`src/design/dsfb_regs.svh`:
```
`ifndef DSFB_REGS_SVH
`define DSFB_REGS_SVH

// ----------------------------------------------------------------
// Byte offsets within the diagnostic page
// ----------------------------------------------------------------
`define DSFB_THR_LAST    8'h36
`define DSFB_CAL_FIRST   8'h37
`define DSFB_CAL_LAST    8'h5E
`define DSFB_CHKSUM      8'h5F
`define DSFB_LIVE_FIRST  8'h60
`define DSFB_LIVE_LAST   8'h69
`define DSFB_LIVE_VCC    8'h62
`define DSFB_LIVE_BIAS_L 8'h65
`define DSFB_RESV_FIRST  8'h6A
`define DSFB_STATUS      8'h6E
`define DSFB_ALARM_A     8'h70
`define DSFB_ALARM_B     8'h71
`define DSFB_WARN_A      8'h74
`define DSFB_WARN_B      8'h75
`define DSFB_RESV_LAST   8'h7F
`define DSFB_USER_FIRST  8'h80
`define DSFB_USER_LAST   8'hF7

// ----------------------------------------------------------------
// Calibration defaults
// ----------------------------------------------------------------
`define DSFB_RX1_FIRST   8'h44
`define DSFB_SLOPE_TXI   8'h4C
`define DSFB_SLOPE_TXP   8'h50
`define DSFB_SLOPE_T     8'h54
`define DSFB_SLOPE_V     8'h58
`define DSFB_SLOPE_ONE   16'h0100
`define DSFB_FLOAT_ONE   32'h3F80_0000

// ----------------------------------------------------------------
// Status/control bit positions and scan size
// ----------------------------------------------------------------
`define DSFB_ST_PIN      7
`define DSFB_ST_SOFT     6
`define DSFB_ST_FAULT    2
`define DSFB_ST_LOS      1
`define DSFB_ST_NRDY     0
`define DSFB_THR_WORDS   20

// ----------------------------------------------------------------
// Timing
// ----------------------------------------------------------------
`define DSFB_RESP_MS     100
`define DSFB_CLK_HZ      10000000
`define DSFB_RESP_CYCLES ((`DSFB_RESP_MS * `DSFB_CLK_HZ) / 1000)

`endif

```
`src/design/dsfb_pkg.sv`:
```
package dsfb_pkg;

   // Live monitor words, temperature first, each 16 bits
   typedef struct packed {
      logic [15:0] temp;
      logic [15:0] vcc;
      logic [15:0] bias;
      logic [15:0] txp;
      logic [15:0] rxp;
   } dsfb_mon_t;

   // One byte access from the management side
   typedef struct packed {
      logic       rd;
      logic       wr;
      logic [7:0] addr;
      logic [7:0] wdata;
   } dsfb_req_t;

   typedef enum logic [2:0] {
      S_IDLE,
      S_MSB,
      S_LSB,
      S_CMP,
      S_DONE
   } dsfb_scan_t;

endpackage : dsfb_pkg

```
`src/design/dsfb_flag_bank.sv`:
```
// What this block does
// - Supply voltage word, unsigned, 100 uV steps
// - Bias current word, unsigned, 2 uA steps
// - Transmit power word, unsigned, 0.1 uW steps
// - Receive power word, unsigned, 0.1 uW steps
// - Calibration bytes 55-94 read fixed defaults
// - Byte 95 returns stored factory checksum
// - Status bit 7 shows disable pin level
// - Status bit 6 is host-writable soft disable
// - Laser off when pin OR soft bit
// - Status bit 2 shows fault output level
// - Status bit 1 shows signal-lost output level
// - Bit 0 low only when data valid
// - Commands and status act within 100 ms
// - Byte 112 bits 7/6: temperature alarms
// - Byte 112 bits 5/4: supply alarms
// - Byte 112 bits 3/2: bias alarms
// - Byte 112 bits 1/0: transmit power alarms
// - Byte 113 bits 7/6 receive alarms, rest zero
// - Byte 116 bits 7-4: temperature, supply warnings
// - Byte 116 bits 3-0: bias, transmit warnings
// - Byte 117 bits 7/6 receive warnings, rest zero
// - Temperature word signed, 1/256 degree steps
// - Live words MSB first, bytes 96-105
`timescale 1ns/100ps
`include "dsfb_regs.svh"
module dsfb_flag_bank #(
   parameter int RESP_CYCLES = `DSFB_RESP_CYCLES,
   parameter int DEPTH       = 256
) (
   input  wire logic                core_clk,
   input  wire logic                arst_n,
   input  wire dsfb_pkg::dsfb_req_t req,
   output logic [7:0]               rdata,
   output logic                     rvalid,
   input  wire dsfb_pkg::dsfb_mon_t mon,
   input  wire logic                mon_valid,
   input  wire logic                prog_enable,
   input  wire logic                tx_disable_pin,
   input  wire logic                fault_detect,
   input  wire logic                signal_lost_detect,
   output logic                     laser_disable,
   output logic                     tx_fault_output,
   output logic                     receive_signal_lost_output
);
   localparam int CW = $clog2(RESP_CYCLES + 1);
   localparam logic [CW-1:0] STALE_LIM = CW'(RESP_CYCLES - 1);
   localparam logic [31:0] FLOAT_ONE = `DSFB_FLOAT_ONE;
   localparam logic [15:0] SLOPE_ONE = `DSFB_SLOPE_ONE;
   localparam logic [4:0]  LAST_WORD = 5'(`DSFB_THR_WORDS - 1);

   logic [2:0]          sync1;
   logic [2:0]          sync2;
   logic [2:0]          sync3;
   logic [2:0]          pin_state;
   logic                soft_dis;
   dsfb_pkg::dsfb_mon_t live;
   dsfb_pkg::dsfb_mon_t snap;
   logic                pend_start;
   dsfb_pkg::dsfb_scan_t st;
   logic [4:0]          wi;
   logic [7:0]          thr_msb;
   logic [9:0]          pend_alarm;
   logic [9:0]          pend_warn;
   logic [9:0]          alarm;
   logic [9:0]          warn;
   logic                not_ready;
   logic [CW-1:0]       stale_cnt;
   logic                rd1;
   logic [7:0]          a1;
   logic [7:0]          mem_a_data;
   logic [7:0]          mem_b_data;
   logic [7:0]          scan_addr;
   logic                mem_we;
   logic [15:0]         thr_word;
   logic [15:0]         cur_val;
   logic [2:0]          grp;
   logic [3:0]          fidx;
   logic                val_gt;
   logic                val_lt;
   logic                hit;
   logic [7:0]          status;
   logic [7:0]          next_rdata;

   // ----------------------------------------------------------------
   // Pin synchronisers
   // ----------------------------------------------------------------
   // Level changes once the second and third stage agree
   always_ff @(posedge core_clk or negedge arst_n) begin
      if (!arst_n) begin
         sync1     <= 3'h0;
         sync2     <= 3'h0;
         sync3     <= 3'h0;
         pin_state <= 3'h0;
      end else begin
         sync1     <= {tx_disable_pin, fault_detect, signal_lost_detect};
         sync2     <= sync1;
         sync3     <= sync2;
         pin_state <= (~(sync2 ^ sync3) & sync2)
                    | ((sync2 ^ sync3) & pin_state);
      end
   end

   // ----------------------------------------------------------------
   // Transmitter control and status pins
   // ----------------------------------------------------------------
   always_ff @(posedge core_clk or negedge arst_n) begin
      if (!arst_n) begin
         soft_dis <= 1'b0;
      end else if (req.wr && req.addr == `DSFB_STATUS) begin
         soft_dis <= req.wdata[`DSFB_ST_SOFT];
      end
   end

   always_ff @(posedge core_clk or negedge arst_n) begin
      if (!arst_n) begin
         laser_disable              <= 1'b0;
         tx_fault_output            <= 1'b0;
         receive_signal_lost_output <= 1'b0;
      end else begin
         laser_disable              <= pin_state[2] | soft_dis;
         tx_fault_output            <= pin_state[1];
         receive_signal_lost_output <= pin_state[0];
      end
   end

   // ----------------------------------------------------------------
   // Live monitor capture
   // ----------------------------------------------------------------
   always_ff @(posedge core_clk or negedge arst_n) begin
      if (!arst_n) begin
         live <= '0;
      end else if (mon_valid) begin
         live <= mon;
      end
   end

   // A new sample during a scan is not lost: set beats clear
   always_ff @(posedge core_clk or negedge arst_n) begin
      if (!arst_n) begin
         pend_start <= 1'b0;
      end else if (mon_valid) begin
         pend_start <= 1'b1;
      end else if (st == dsfb_pkg::S_IDLE) begin
         pend_start <= 1'b0;
      end
   end

   // ----------------------------------------------------------------
   // Threshold scanner
   // ----------------------------------------------------------------
   // Words 0..19: per quantity high alarm, low alarm, high warn, low warn
   assign grp       = wi[4:2];
   assign scan_addr = {2'h0, wi, st == dsfb_pkg::S_LSB};
   assign thr_word  = {thr_msb, mem_b_data};
   assign fidx      = 4'h9 - {grp, 1'b0} - {3'h0, wi[0]};

   always_comb begin
      case (grp)
         3'h0:    cur_val = snap.temp;
         3'h1:    cur_val = snap.vcc;
         3'h2:    cur_val = snap.bias;
         3'h3:    cur_val = snap.txp;
         default: cur_val = snap.rxp;
      endcase
   end

   // Temperature compares signed, the others unsigned
   always_comb begin
      if (grp == 3'h0) begin
         val_gt = $signed(cur_val) > $signed(thr_word);
         val_lt = $signed(cur_val) < $signed(thr_word);
      end else begin
         val_gt = cur_val > thr_word;
         val_lt = cur_val < thr_word;
      end
      hit = wi[0] ? val_lt : val_gt;
   end

   always_ff @(posedge core_clk or negedge arst_n) begin
      if (!arst_n) begin
         st         <= dsfb_pkg::S_IDLE;
         wi         <= 5'h00;
         thr_msb    <= 8'h00;
         snap       <= '0;
         pend_alarm <= 10'h000;
         pend_warn  <= 10'h000;
      end else begin
         case (st)
            dsfb_pkg::S_IDLE: begin
               if (pend_start) begin
                  snap       <= live;
                  wi         <= 5'h00;
                  pend_alarm <= 10'h000;
                  pend_warn  <= 10'h000;
                  st         <= dsfb_pkg::S_MSB;
               end
            end
            dsfb_pkg::S_MSB: begin
               st <= dsfb_pkg::S_LSB;
            end
            dsfb_pkg::S_LSB: begin
               thr_msb <= mem_b_data;
               st      <= dsfb_pkg::S_CMP;
            end
            dsfb_pkg::S_CMP: begin
               if (wi[1]) begin
                  pend_warn[fidx] <= hit;
               end else begin
                  pend_alarm[fidx] <= hit;
               end
               if (wi == LAST_WORD) begin
                  st <= dsfb_pkg::S_DONE;
               end else begin
                  wi <= wi + 5'h01;
                  st <= dsfb_pkg::S_MSB;
               end
            end
            dsfb_pkg::S_DONE: begin
               st <= dsfb_pkg::S_IDLE;
            end
            default: begin
               st <= dsfb_pkg::S_IDLE;
            end
         endcase
      end
   end

   // All flags change together so a read never sees a half scan
   always_ff @(posedge core_clk or negedge arst_n) begin
      if (!arst_n) begin
         alarm <= 10'h000;
         warn  <= 10'h000;
      end else if (st == dsfb_pkg::S_DONE) begin
         alarm <= pend_alarm;
         warn  <= pend_warn;
      end
   end

   // ----------------------------------------------------------------
   // Data-ready tracking
   // ----------------------------------------------------------------
   // Data counts as stale when no scan finished within response time
   always_ff @(posedge core_clk or negedge arst_n) begin
      if (!arst_n) begin
         stale_cnt <= '0;
      end else if (st == dsfb_pkg::S_DONE) begin
         stale_cnt <= '0;
      end else if (stale_cnt != STALE_LIM) begin
         stale_cnt <= stale_cnt + CW'(1);
      end
   end

   always_ff @(posedge core_clk or negedge arst_n) begin
      if (!arst_n) begin
         not_ready <= 1'b1;
      end else if (st == dsfb_pkg::S_DONE) begin
         not_ready <= 1'b0;
      end else if (stale_cnt == STALE_LIM) begin
         not_ready <= 1'b1;
      end
   end

   // ----------------------------------------------------------------
   // Page memory
   // ----------------------------------------------------------------
   // Factory bytes only open while prog_enable is high
   assign mem_we = req.wr
      && ((req.addr >= `DSFB_USER_FIRST && req.addr <= `DSFB_USER_LAST)
      || (prog_enable && (req.addr <= `DSFB_THR_LAST
      || req.addr == `DSFB_CHKSUM || req.addr > `DSFB_USER_LAST)));

   dsfb_mem #(
      .WIDTH     (8),
      .DEPTH     (DEPTH),
      .AW        (8)
   ) u_mem (
      .core_clk  (core_clk),
      .wr_en     (mem_we),
      .wr_addr   (req.addr),
      .wr_data   (req.wdata),
      .rd_a_addr (req.addr),
      .rd_a_data (mem_a_data),
      .rd_b_addr (scan_addr),
      .rd_b_data (mem_b_data)
   );

   // ----------------------------------------------------------------
   // Read path
   // ----------------------------------------------------------------
   function automatic logic [7:0] cal_byte(input logic [7:0] a);
      logic [7:0] r;
      logic [7:0] k;
      r = 8'h00;
      k = a - `DSFB_RX1_FIRST;
      if (a >= `DSFB_RX1_FIRST && k < 8'h04) begin
         r = FLOAT_ONE[8'h1F - {k[4:0], 3'h0} -: 8];
      end else if (a == `DSFB_SLOPE_TXI || a == `DSFB_SLOPE_TXP
                || a == `DSFB_SLOPE_T || a == `DSFB_SLOPE_V) begin
         r = SLOPE_ONE[15:8];
      end
      return r;
   endfunction : cal_byte

   always_comb begin
      status               = 8'h00;
      status[`DSFB_ST_PIN]   = pin_state[2];
      status[`DSFB_ST_SOFT]  = soft_dis;
      status[`DSFB_ST_FAULT] = tx_fault_output;
      status[`DSFB_ST_LOS]   = receive_signal_lost_output;
      status[`DSFB_ST_NRDY]  = not_ready;
   end

   always_comb begin
      logic [7:0] j;
      logic [6:0] lb;
      j  = a1 - `DSFB_LIVE_FIRST;
      lb = 7'h4F - {j[3:0], 3'h0};
      if (a1 >= `DSFB_CAL_FIRST && a1 <= `DSFB_CAL_LAST) begin
         next_rdata = cal_byte(a1);
      end else if (a1 >= `DSFB_LIVE_FIRST && a1 <= `DSFB_LIVE_LAST) begin
         next_rdata = live[lb -: 8];
      end else begin
         case (a1)
            `DSFB_STATUS:  next_rdata = status;
            `DSFB_ALARM_A: next_rdata = alarm[9:2];
            `DSFB_ALARM_B: next_rdata = {alarm[1:0], 6'h00};
            `DSFB_WARN_A:  next_rdata = warn[9:2];
            `DSFB_WARN_B:  next_rdata = {warn[1:0], 6'h00};
            default: begin
               if (a1 >= `DSFB_RESV_FIRST && a1 <= `DSFB_RESV_LAST) begin
                  next_rdata = 8'h00;
               end else begin
                  next_rdata = mem_a_data;
               end
            end
         endcase
      end
   end

   always_ff @(posedge core_clk or negedge arst_n) begin
      if (!arst_n) begin
         rd1    <= 1'b0;
         a1     <= 8'h00;
         rvalid <= 1'b0;
         rdata  <= 8'h00;
      end else begin
         rd1    <= req.rd;
         a1     <= req.addr;
         rvalid <= rd1;
         rdata  <= rd1 ? next_rdata : 8'h00;
      end
   end
endmodule : dsfb_flag_bank

```
`src/design/dsfb_mem.sv`:
```
`timescale 1ns/100ps
module dsfb_mem #(
   parameter int WIDTH = 8,
   parameter int DEPTH = 256,
   parameter int AW    = $clog2(DEPTH)
) (
   input  wire logic             core_clk,
   input  wire logic             wr_en,
   input  wire logic [AW-1:0]    wr_addr,
   input  wire logic [WIDTH-1:0] wr_data,
   input  wire logic [AW-1:0]    rd_a_addr,
   output logic      [WIDTH-1:0] rd_a_data,
   input  wire logic [AW-1:0]    rd_b_addr,
   output logic      [WIDTH-1:0] rd_b_data
);
   // Non-volatile page image; contents are not reset
   logic [WIDTH-1:0] cells [DEPTH];

   always_ff @(posedge core_clk) begin
      if (wr_en) begin
         cells[wr_addr] <= wr_data;
      end
   end

   // Two registered read ports: host and threshold scanner
   always_ff @(posedge core_clk) begin
      rd_a_data <= cells[rd_a_addr];
      rd_b_data <= cells[rd_b_addr];
   end

endmodule : dsfb_mem

```
`config.mk`:
```
export PLATFORM = sky130hd
export DESIGN_NAME = dsfb_flag_bank
export DESIGN_NICKNAME = d
export VERILOG_FILES = /design/src/design/dsfb_pkg.sv /design/src/design/dsfb_flag_bank.sv /design/src/design/dsfb_mem.sv
export VERILOG_INCLUDE_DIRS = /design/src /design/src/design
export SDC_FILE = /design/constraint.sdc
export NUM_CORES = 2
export LEC_CHECK = 0
export ABC_AREA = 0
export BUFFER_PORTS_ARGS = -buffer_cell sky130_fd_sc_hd__buf_2
export CAP_MARGIN = 30
export CELL_PAD_IN_SITES_DETAIL_PLACEMENT = 1
export CELL_PAD_IN_SITES_GLOBAL_PLACEMENT = 1
export CORE_ASPECT_RATIO = 0.9
export CORE_MARGIN = 2
export CORE_UTILIZATION = 26
export DETAILED_ROUTE_END_ITERATION = 6
export PLACE_DENSITY = 0.4
export SLEW_MARGIN = 5
export SYNTH_ARGS = -nofsm -noshare
export SYNTH_HDL_FRONTEND = slang
export SYNTH_SLANG_ARGS = --single-unit
```
`constraint.sdc`:
```
create_clock -name core_clk -period 5.8 [get_ports core_clk]
set_input_delay 0 -clock core_clk [delete_from_list [all_inputs] [get_ports core_clk]]
set_output_delay 0 -clock core_clk [all_outputs]
set_load 0.02 [all_outputs]
```
# [Word-level counts from Yosys, hierarchy flattened]
# Memories as Yosys holds them, arrays and structs flattened. A register that Yosys moved wholly into a read port is not among the register bits.
# Index checks and enable logic that the tools add are counted.
[word_totals] reg_bits=272 ram_bits=2048 inputBits=105 out_inout_bits=12 wordCells=151 memories=1
[op_classes] add_sub_neg=8 magnitude_cmp=18 n_eq_ne=25 n_shift=2 mux=34 n_bitwise=6 n_reduce_logical=25
[mem_list] memory="u_mem.cells" depth=256 width=8 rd=2 rd_clocked_by_memory_dff=2 wr=1 line="dsfb_mem.sv:17" rtl="logic [WIDTH-1:0] cells [DEPTH];"
[ops] operator="$eq A8 B7 Y1 const B" n=11
[ops] operator="$shiftx A87 B8 Y8" n=1
[ops] operator="$pmux W16 S4" n=1
[ops] operator="$mux W20" n=2
[ops] operator="$mux W8" n=5
[ops] operator="$pmux W10 S2" n=2
[ops] operator="$pmux W8 S5" n=1
[ops] operator="$shiftx A39 B9 Y8 const A" n=1
[ops] operator="$gt A16 B16 Y1" n=2
[ops] operator="$lt A16 B16 Y1" n=2
[ops] operator="$mux W10" n=3
[ops] operator="$ge A8 B7 Y1 const B" n=3
[ops] operator="$le A8 B7 Y1 const B" n=3
[ops] operator="$add A20 B1 Y20 const B" n=1
[ops] operator="$bwmux W10" n=2
[ops] operator="$eq A20 B20 Y1 const B" n=1
[ops] operator="$ne A20 B20 Y1 const B" n=1
[ops] operator="$eq A3 B2 Y1 const B" n=4
[ops] operator="$pmux W3 S4" n=1
[ops] operator="$mux W1" n=11
[ops] operator="$mux W5" n=2
[ops] operator="$pmux W5 S2" n=1
[ops] operator="$logic_and A1 B1 Y1" n=9
[ops] operator="$reduce_and A3 Y1" n=3
[ops] operator="other kinds (30)" n=45

# [Depth between registers and ports, before layout]
[depth] depth_word=9 mapped_depth=20 mapped_depth_nobuf=15

# [Modules after synthesis]
# From an unflattened synthesis, not the netlist that was laid out.
[unflattened] cells_unflattened=5885 area_unflattened_um2=109739.0
[by_module_without_submodules] module="dsfb_mem" n_inst=1 cells_per_inst=4847 area_per_inst_um2=96973.0 seq_area_each_um2=61819.3
[by_module_without_submodules] module="dsfb_flag_bank" n_inst=1 cells_per_inst=1038 area_per_inst_um2=12766.0 seq_area_each_um2=6807.8

# [Worst setup path after synthesis]
# Ideal clock, no wire load.
[synth_timing] kind="register to register" from="register wi[2]" to="register pend_warn[0]" setup_time_ns=0.135 arrival_ns=4.236 required_ns=5.665 setup_slack_ns=1.429 stages_incl_launch_ff=20 cell_sequence="dfrtp_1 > buf_1 > inv_1 > ha_1 > nor2b_1 > clkbuf_1 > or4_1 > clkbuf_1 > clkbuf_1 > a31oi_1 > ha_1 > nor2b_1 > o211ai_1 > a21oi_1 > a2111oi_0 > o31ai_1 > xnor2_1 > mux2i_1 > clkbuf_1 > o31ai_1"
[synth_between] elab_chain_len=9
[synth_rtl] element="from (decl)" line="dsfb_flag_bank.sv:61" rtl="logic [4:0] wi;"
[synth_rtl] element="from (signal assigned)" line="dsfb_flag_bank.sv:215" rtl="wi <= wi + 5'h01;"
[synth_rtl] element="$sub A4 B4 Y4" line="dsfb_flag_bank.sv:156" rtl="assign fidx = 4'h9 - {grp, 1'b0} - {3'h0, wi[0]};"
[synth_rtl] element="$sub A4 B1 Y4" line="dsfb_flag_bank.sv:156"
[synth_rtl] element="$lt A4 B5 Y1 (not written as such) or $ge A4 B1 Y1 (tied branches)" line="dsfb_flag_bank.sv:208" rtl="pend_warn[fidx] <= hit;"
[synth_rtl] element="$logic_and A1 B1 Y1 (not written as such)" line="dsfb_flag_bank.sv:208"
[synth_rtl] element="$mux W1 (not written as such)" line="dsfb_flag_bank.sv:208"
[synth_rtl] element="$demux W1 S4" line="dsfb_flag_bank.sv:208"
[synth_rtl] element="$bwmux W10 (*)" line="dsfb_flag_bank.sv:208"
[synth_rtl] element="$mux W10 (*)" line="dsfb_flag_bank.sv:207" rtl="if (wi[1]) begin"
[synth_rtl] element="$pmux W10 S2 (*)" line="dsfb_flag_bank.sv:189" rtl="case (st)"
[synth_rtl] element="to (signal, indexed assignment)" line="dsfb_flag_bank.sv:208"
[synth_rtl] element="to (decl)" line="dsfb_flag_bank.sv:64" rtl="logic [9:0] pend_warn;"
# Every way passes the cells marked *; elsewhere a longest branch is shown, timed or not. The select of a mux whose other input is x is not followed.
# A chain may end at the register's enable or synchronous reset.

# [Worst setup path in the final report]
[layout_timing] from="register wi[2]" to="register pend_alarm[0]"
[layout_between] elab_chain_len=9
[layout_rtl] element="$sub A4 B4 Y4" line="dsfb_flag_bank.sv:156"
[layout_rtl] element="$sub A4 B1 Y4" line="dsfb_flag_bank.sv:156"
[layout_rtl] element="$lt A4 B5 Y1 (not written as such) or $ge A4 B1 Y1 (tied branches)" line="dsfb_flag_bank.sv:210" rtl="pend_alarm[fidx] <= hit;"
[layout_rtl] element="$logic_and A1 B1 Y1 (not written as such)" line="dsfb_flag_bank.sv:210"
[layout_rtl] element="$mux W1 (not written as such)" line="dsfb_flag_bank.sv:210"
[layout_rtl] element="$demux W1 S4" line="dsfb_flag_bank.sv:210"
[layout_rtl] element="$bwmux W10 (*)" line="dsfb_flag_bank.sv:210"
[layout_rtl] element="$mux W10 (*)" line="dsfb_flag_bank.sv:207"
[layout_rtl] element="$pmux W10 S2 (*)" line="dsfb_flag_bank.sv:189"
[layout_rtl] element="to (signal, indexed assignment)" line="dsfb_flag_bank.sv:210"
[layout_rtl] element="to (decl)" line="dsfb_flag_bank.sv:63" rtl="logic [9:0] pend_alarm;"
# Marked as above.

==> impl_metrics.yaml <==
worst_setup_path:
  end_kind: "register"
  critPathKind: "register to register"
  ff2ff_setup_slack_ps: 900
  crit_path_max_fanout: 30
  worstPathArrival_ps: 5670
  startpoint_type: "register"
  worstPathRequired_ps: 6570
pwr:
  seqPwrFrac: 0.496
  power.leakage_nw: 38.6
  ir_drop_mv: 0.207
  power_switching_w: 0.00883
  intPower_w: 0.0296
  total_power_w: 0.0384
  clkPwrFrac: 0.442
  switching_share: 0.230
  power_density_nw_per_um2: 332
  combPwrFrac: 0.062
yosys:
  synth_cells: 4659
  synth-edff-count: 2048
  avgSynthCellArea_um2: 20.5
  synth-seq-cells: 2336
  synth_flop_cell: "edfxtp_1"
  async_reset_ff_frac: 0.116
  synth_seq_area_share: 0.718
  syn_area_um2: 95500
  yosysWarnings: 0
  ys_types: 67
global_route:
  grt_max_degree: 157
  grt_pass1_wl_um: 426000
  gr-total-overflow: 0
  first_global_vias: 54000
  antenna_found_initial: 16
  gr-usage-all-layers: 0.159
timing:
  worst-slew-pin-transition_ps: 1220
  fin_setup_tns_ps: 0
  period_minus_slack_ps: 4900
  finalCritPeriodShare: 0.845
  timing_hold_violations_final: 0
  finalSetupViolCount: 0
  rsz0062_at_grt: "false"
  finalClockSkew_ps: 48.5
  slew_headroom: 0.188
  drv_slew: 0
  fmax_mhz: 204
finish:
  layout.nets: 5900
  postLayoutCellArea_um2: 116000
  syn_to_final_growth_pct: 21.3
  nFillCells: 37200
  utilization: 0.316
  final_cells: 10900
  drive_gt1_frac: 0.277
placement:
  dp_hpwl_um: 189000
  portBuffers: 116
  post_dp_cell_area_um2: 105000
  routabilityCongestion: 0.779
  place_inst: 10200
flow_run:
  cap_violations: 0
route:
  via_count: 49800
  drc: 0
  initialDrtViolationCount: 4066
  via_per_inst: 4.58
  routed_wl_um: 299000
  first_pass_iters: 7
  post_drt_wl_per_cell_um: 27.5
  antenna_left: 0
floorplan:
  start_util: 0.261
  die_height_um: 579
  std_cell_rows: 211
  die_area_um2: 372000
  core_um2: 366000
  dieWidth_um: 643
  io_pins: 117
cts:
  clock_latency_ps: 910
  numCtsBuffers: 281
  cts-root-buf: "clkbuf_16"
  cts.reportedPaths.clkPinSlew_ps: 60
  cts_sinks: 2336
  htree_num_levels: 5
  post_cts_resized: 0
  cts_tree: "built"
  clock_path_buffers: 4
run_status:
  outcome: "finished clean"
min_path:
  min_path_type: "primary input to register"
## state kept, by name, indices dropped and copies added, names as in the netlist, 5 cells and up, named ones only
| register | count |
|---|---|
| alarm | 10 |
| pend_alarm | 10 |
| u_mem.rd_a_data | 8 |
| warn | 10 |
| thr_msb | 8 |
| wi | 5 |
| pend_warn | 10 |
| a1 | 8 |
| snap | 80 |
| live | 80 |
| rdata | 8 |
| stale_cnt | 20 |
| u_mem.rd_b_data | 8 |
| u_mem.cells | 2048 |
## cell families after synthesis
family / share of synthesized area
DFF: 0.718
muxes: 0.204
and+or+nand+nor: 0.0275
AOI/OAI and AO/OA: 0.0268
buffers and inverters: 0.0162
adders and majority gates: 0.00451
xor gates and xnor gates: 0.00220
other: 0.0000393
## cell usage after synthesis (18+ instances only)
library cell | n | area share
a21oi_1 | 50 | 0.0026
a221oi_1 | 19 | 0.0017
a22o_1 | 21 | 0.0019
a22oi_1 | 114 | 0.0090
a31oi_1 | 23 | 0.0015
buf_1 | 24 | 0.00094
buf_2 | 70 | 0.0037
buf_4 | 22 | 0.0017
buf_6 | 22 | 0.0026
clkbuf_1 | 158 | 0.0062
dfrtp_1 | 271 | 0.071
edfxtp_1 | 2048 | 0.64
ha_1 | 32 | 0.0042
inv_1 | 26 | 0.0010
mux2_2 | 182 | 0.021
mux2i_1 | 64 | 0.0067
mux4_2 | 748 | 0.18
nand2_1 | 118 | 0.0046
nand3_1 | 58 | 0.0030
nand4_1 | 18 | 0.0012
nor2_1 | 258 | 0.010
nor2b_1 | 35 | 0.0023
nor3_1 | 26 | 0.0014
o21ai_0 | 56 | 0.0029
o31ai_1 | 23 | 0.0018
or3_1 | 18 | 0.0012
## critical path: stages (launching register included)
cell and delay, ps:
dfrtp_4 670, inv_1 180, ha_1 250, nor2b_1 130, buf_4 220, or4_1 640, buf_16 220, nor2_1 100
a31oi_1 50, ha_1 290, nor2b_1 140, o211ai_1 170, a21oi_1 90, a2111oi_0 480, o31ai_1 150, xnor2_1 270
mux2i_2 280, buf_4 290, o31ai_1 120
## per-stage QoR
| step | hold slack, ps | setup slack (ps) |
|---|---|---|
| global route | 66.4 | 496 |
| global placement | -37.0 | 612 |
| CTS | 21.7 | 496 |
| floorplan | -296 | 1430 |
| finish | 93.2 | 900 |
| detailed placement | -35.0 | 538 |
## routing by layer
metal  global-route usage  vias up  share of wire
met5                    0        -       0.000043
met4               0.0396        2          0.024
met3               0.0193      381          0.036
met2                0.254      907           0.46
met1                0.232    27300           0.48
li1                     -    21100              -
## cell usage in the layout, fill, tap and decap left out, types with 13 or more instances in the layout
cell type and count:
edfxtp_1 2048, mux4_2 748, conb_1 576, clkbuf_16 291, dfrtp_1 267, nor2_1 256, dlygate4sd3_1 212, buf_4 191
mux2_2 182, nand2_1 118, a22oi_1 114, buf_2 101, mux2i_1 63, nand3_1 58, o21ai_0 56, clkinv_1 56
clkbuf_1 53, a21oi_1 50, clkinv_2 37, nor2b_1 32, ha_1 32, inv_1 26, nor3_1 26, a31oi_1 23
o31ai_1 23, a22o_1 21, a221oi_1 19, or3_1 18, nand4_1 18, buf_12 18, o22ai_1 16, dfxtp_1 16
bufinv_16 14, clkbuf_8 13
## area by class of cell
class                           instances  area (µm²)  share of cell area
Clock buffer                          349        7550              0.0652
Multi-Input combinational cell       2576       27600               0.238
Antenna cell                            7        17.5            0.000151
Tap cell                             4899        6130              0.0529
Clock inverter                        131        1080             0.00930
Inverter                               26        97.6            0.000842
Timing Repair Buffer                  542        4740              0.0409
Sequential cell                      2336       68600               0.593
## power by group through the flow
stage | Sequential [W] | Clock (W) | Combinational (W)
2_1_floorplan | 0.0193 | 0 | 0.00120
3_3_place_gp | 0.0194 | 0 | 0.00231
3_5_place_dp | 0.0194 | 0 | 0.00232
4_1_cts | 0.0191 | 0.0176 | 0.00245
5_1_grt | 0.0191 | 0.0182 | 0.00257
6_report | 0.0191 | 0.0170 | 0.00238
## worst paths after layout
path                           from                 end  depth (start not counted)
max                           wi[2]       pend_alarm[0]                         18
min                         req[16]  u_mem.cells[95][2]                          4
max reg2reg                   wi[2]       pend_alarm[0]                         18
min reg2reg                sync1[0]            sync2[0]                          0
max in group asynchronous    arst_n               wi[2]                          4
min in group asynchronous    arst_n            live[20]                          4
## repair_timing
| item | in CTS | in global routing |
|---|---|---|
| hold buffers | 213 | 0 |
| endpoints found under the hold margin | 1137 | 0 |
| setup buffers | 0 | 0 |
Note: power is estimated with default switching activity, not from simulation.
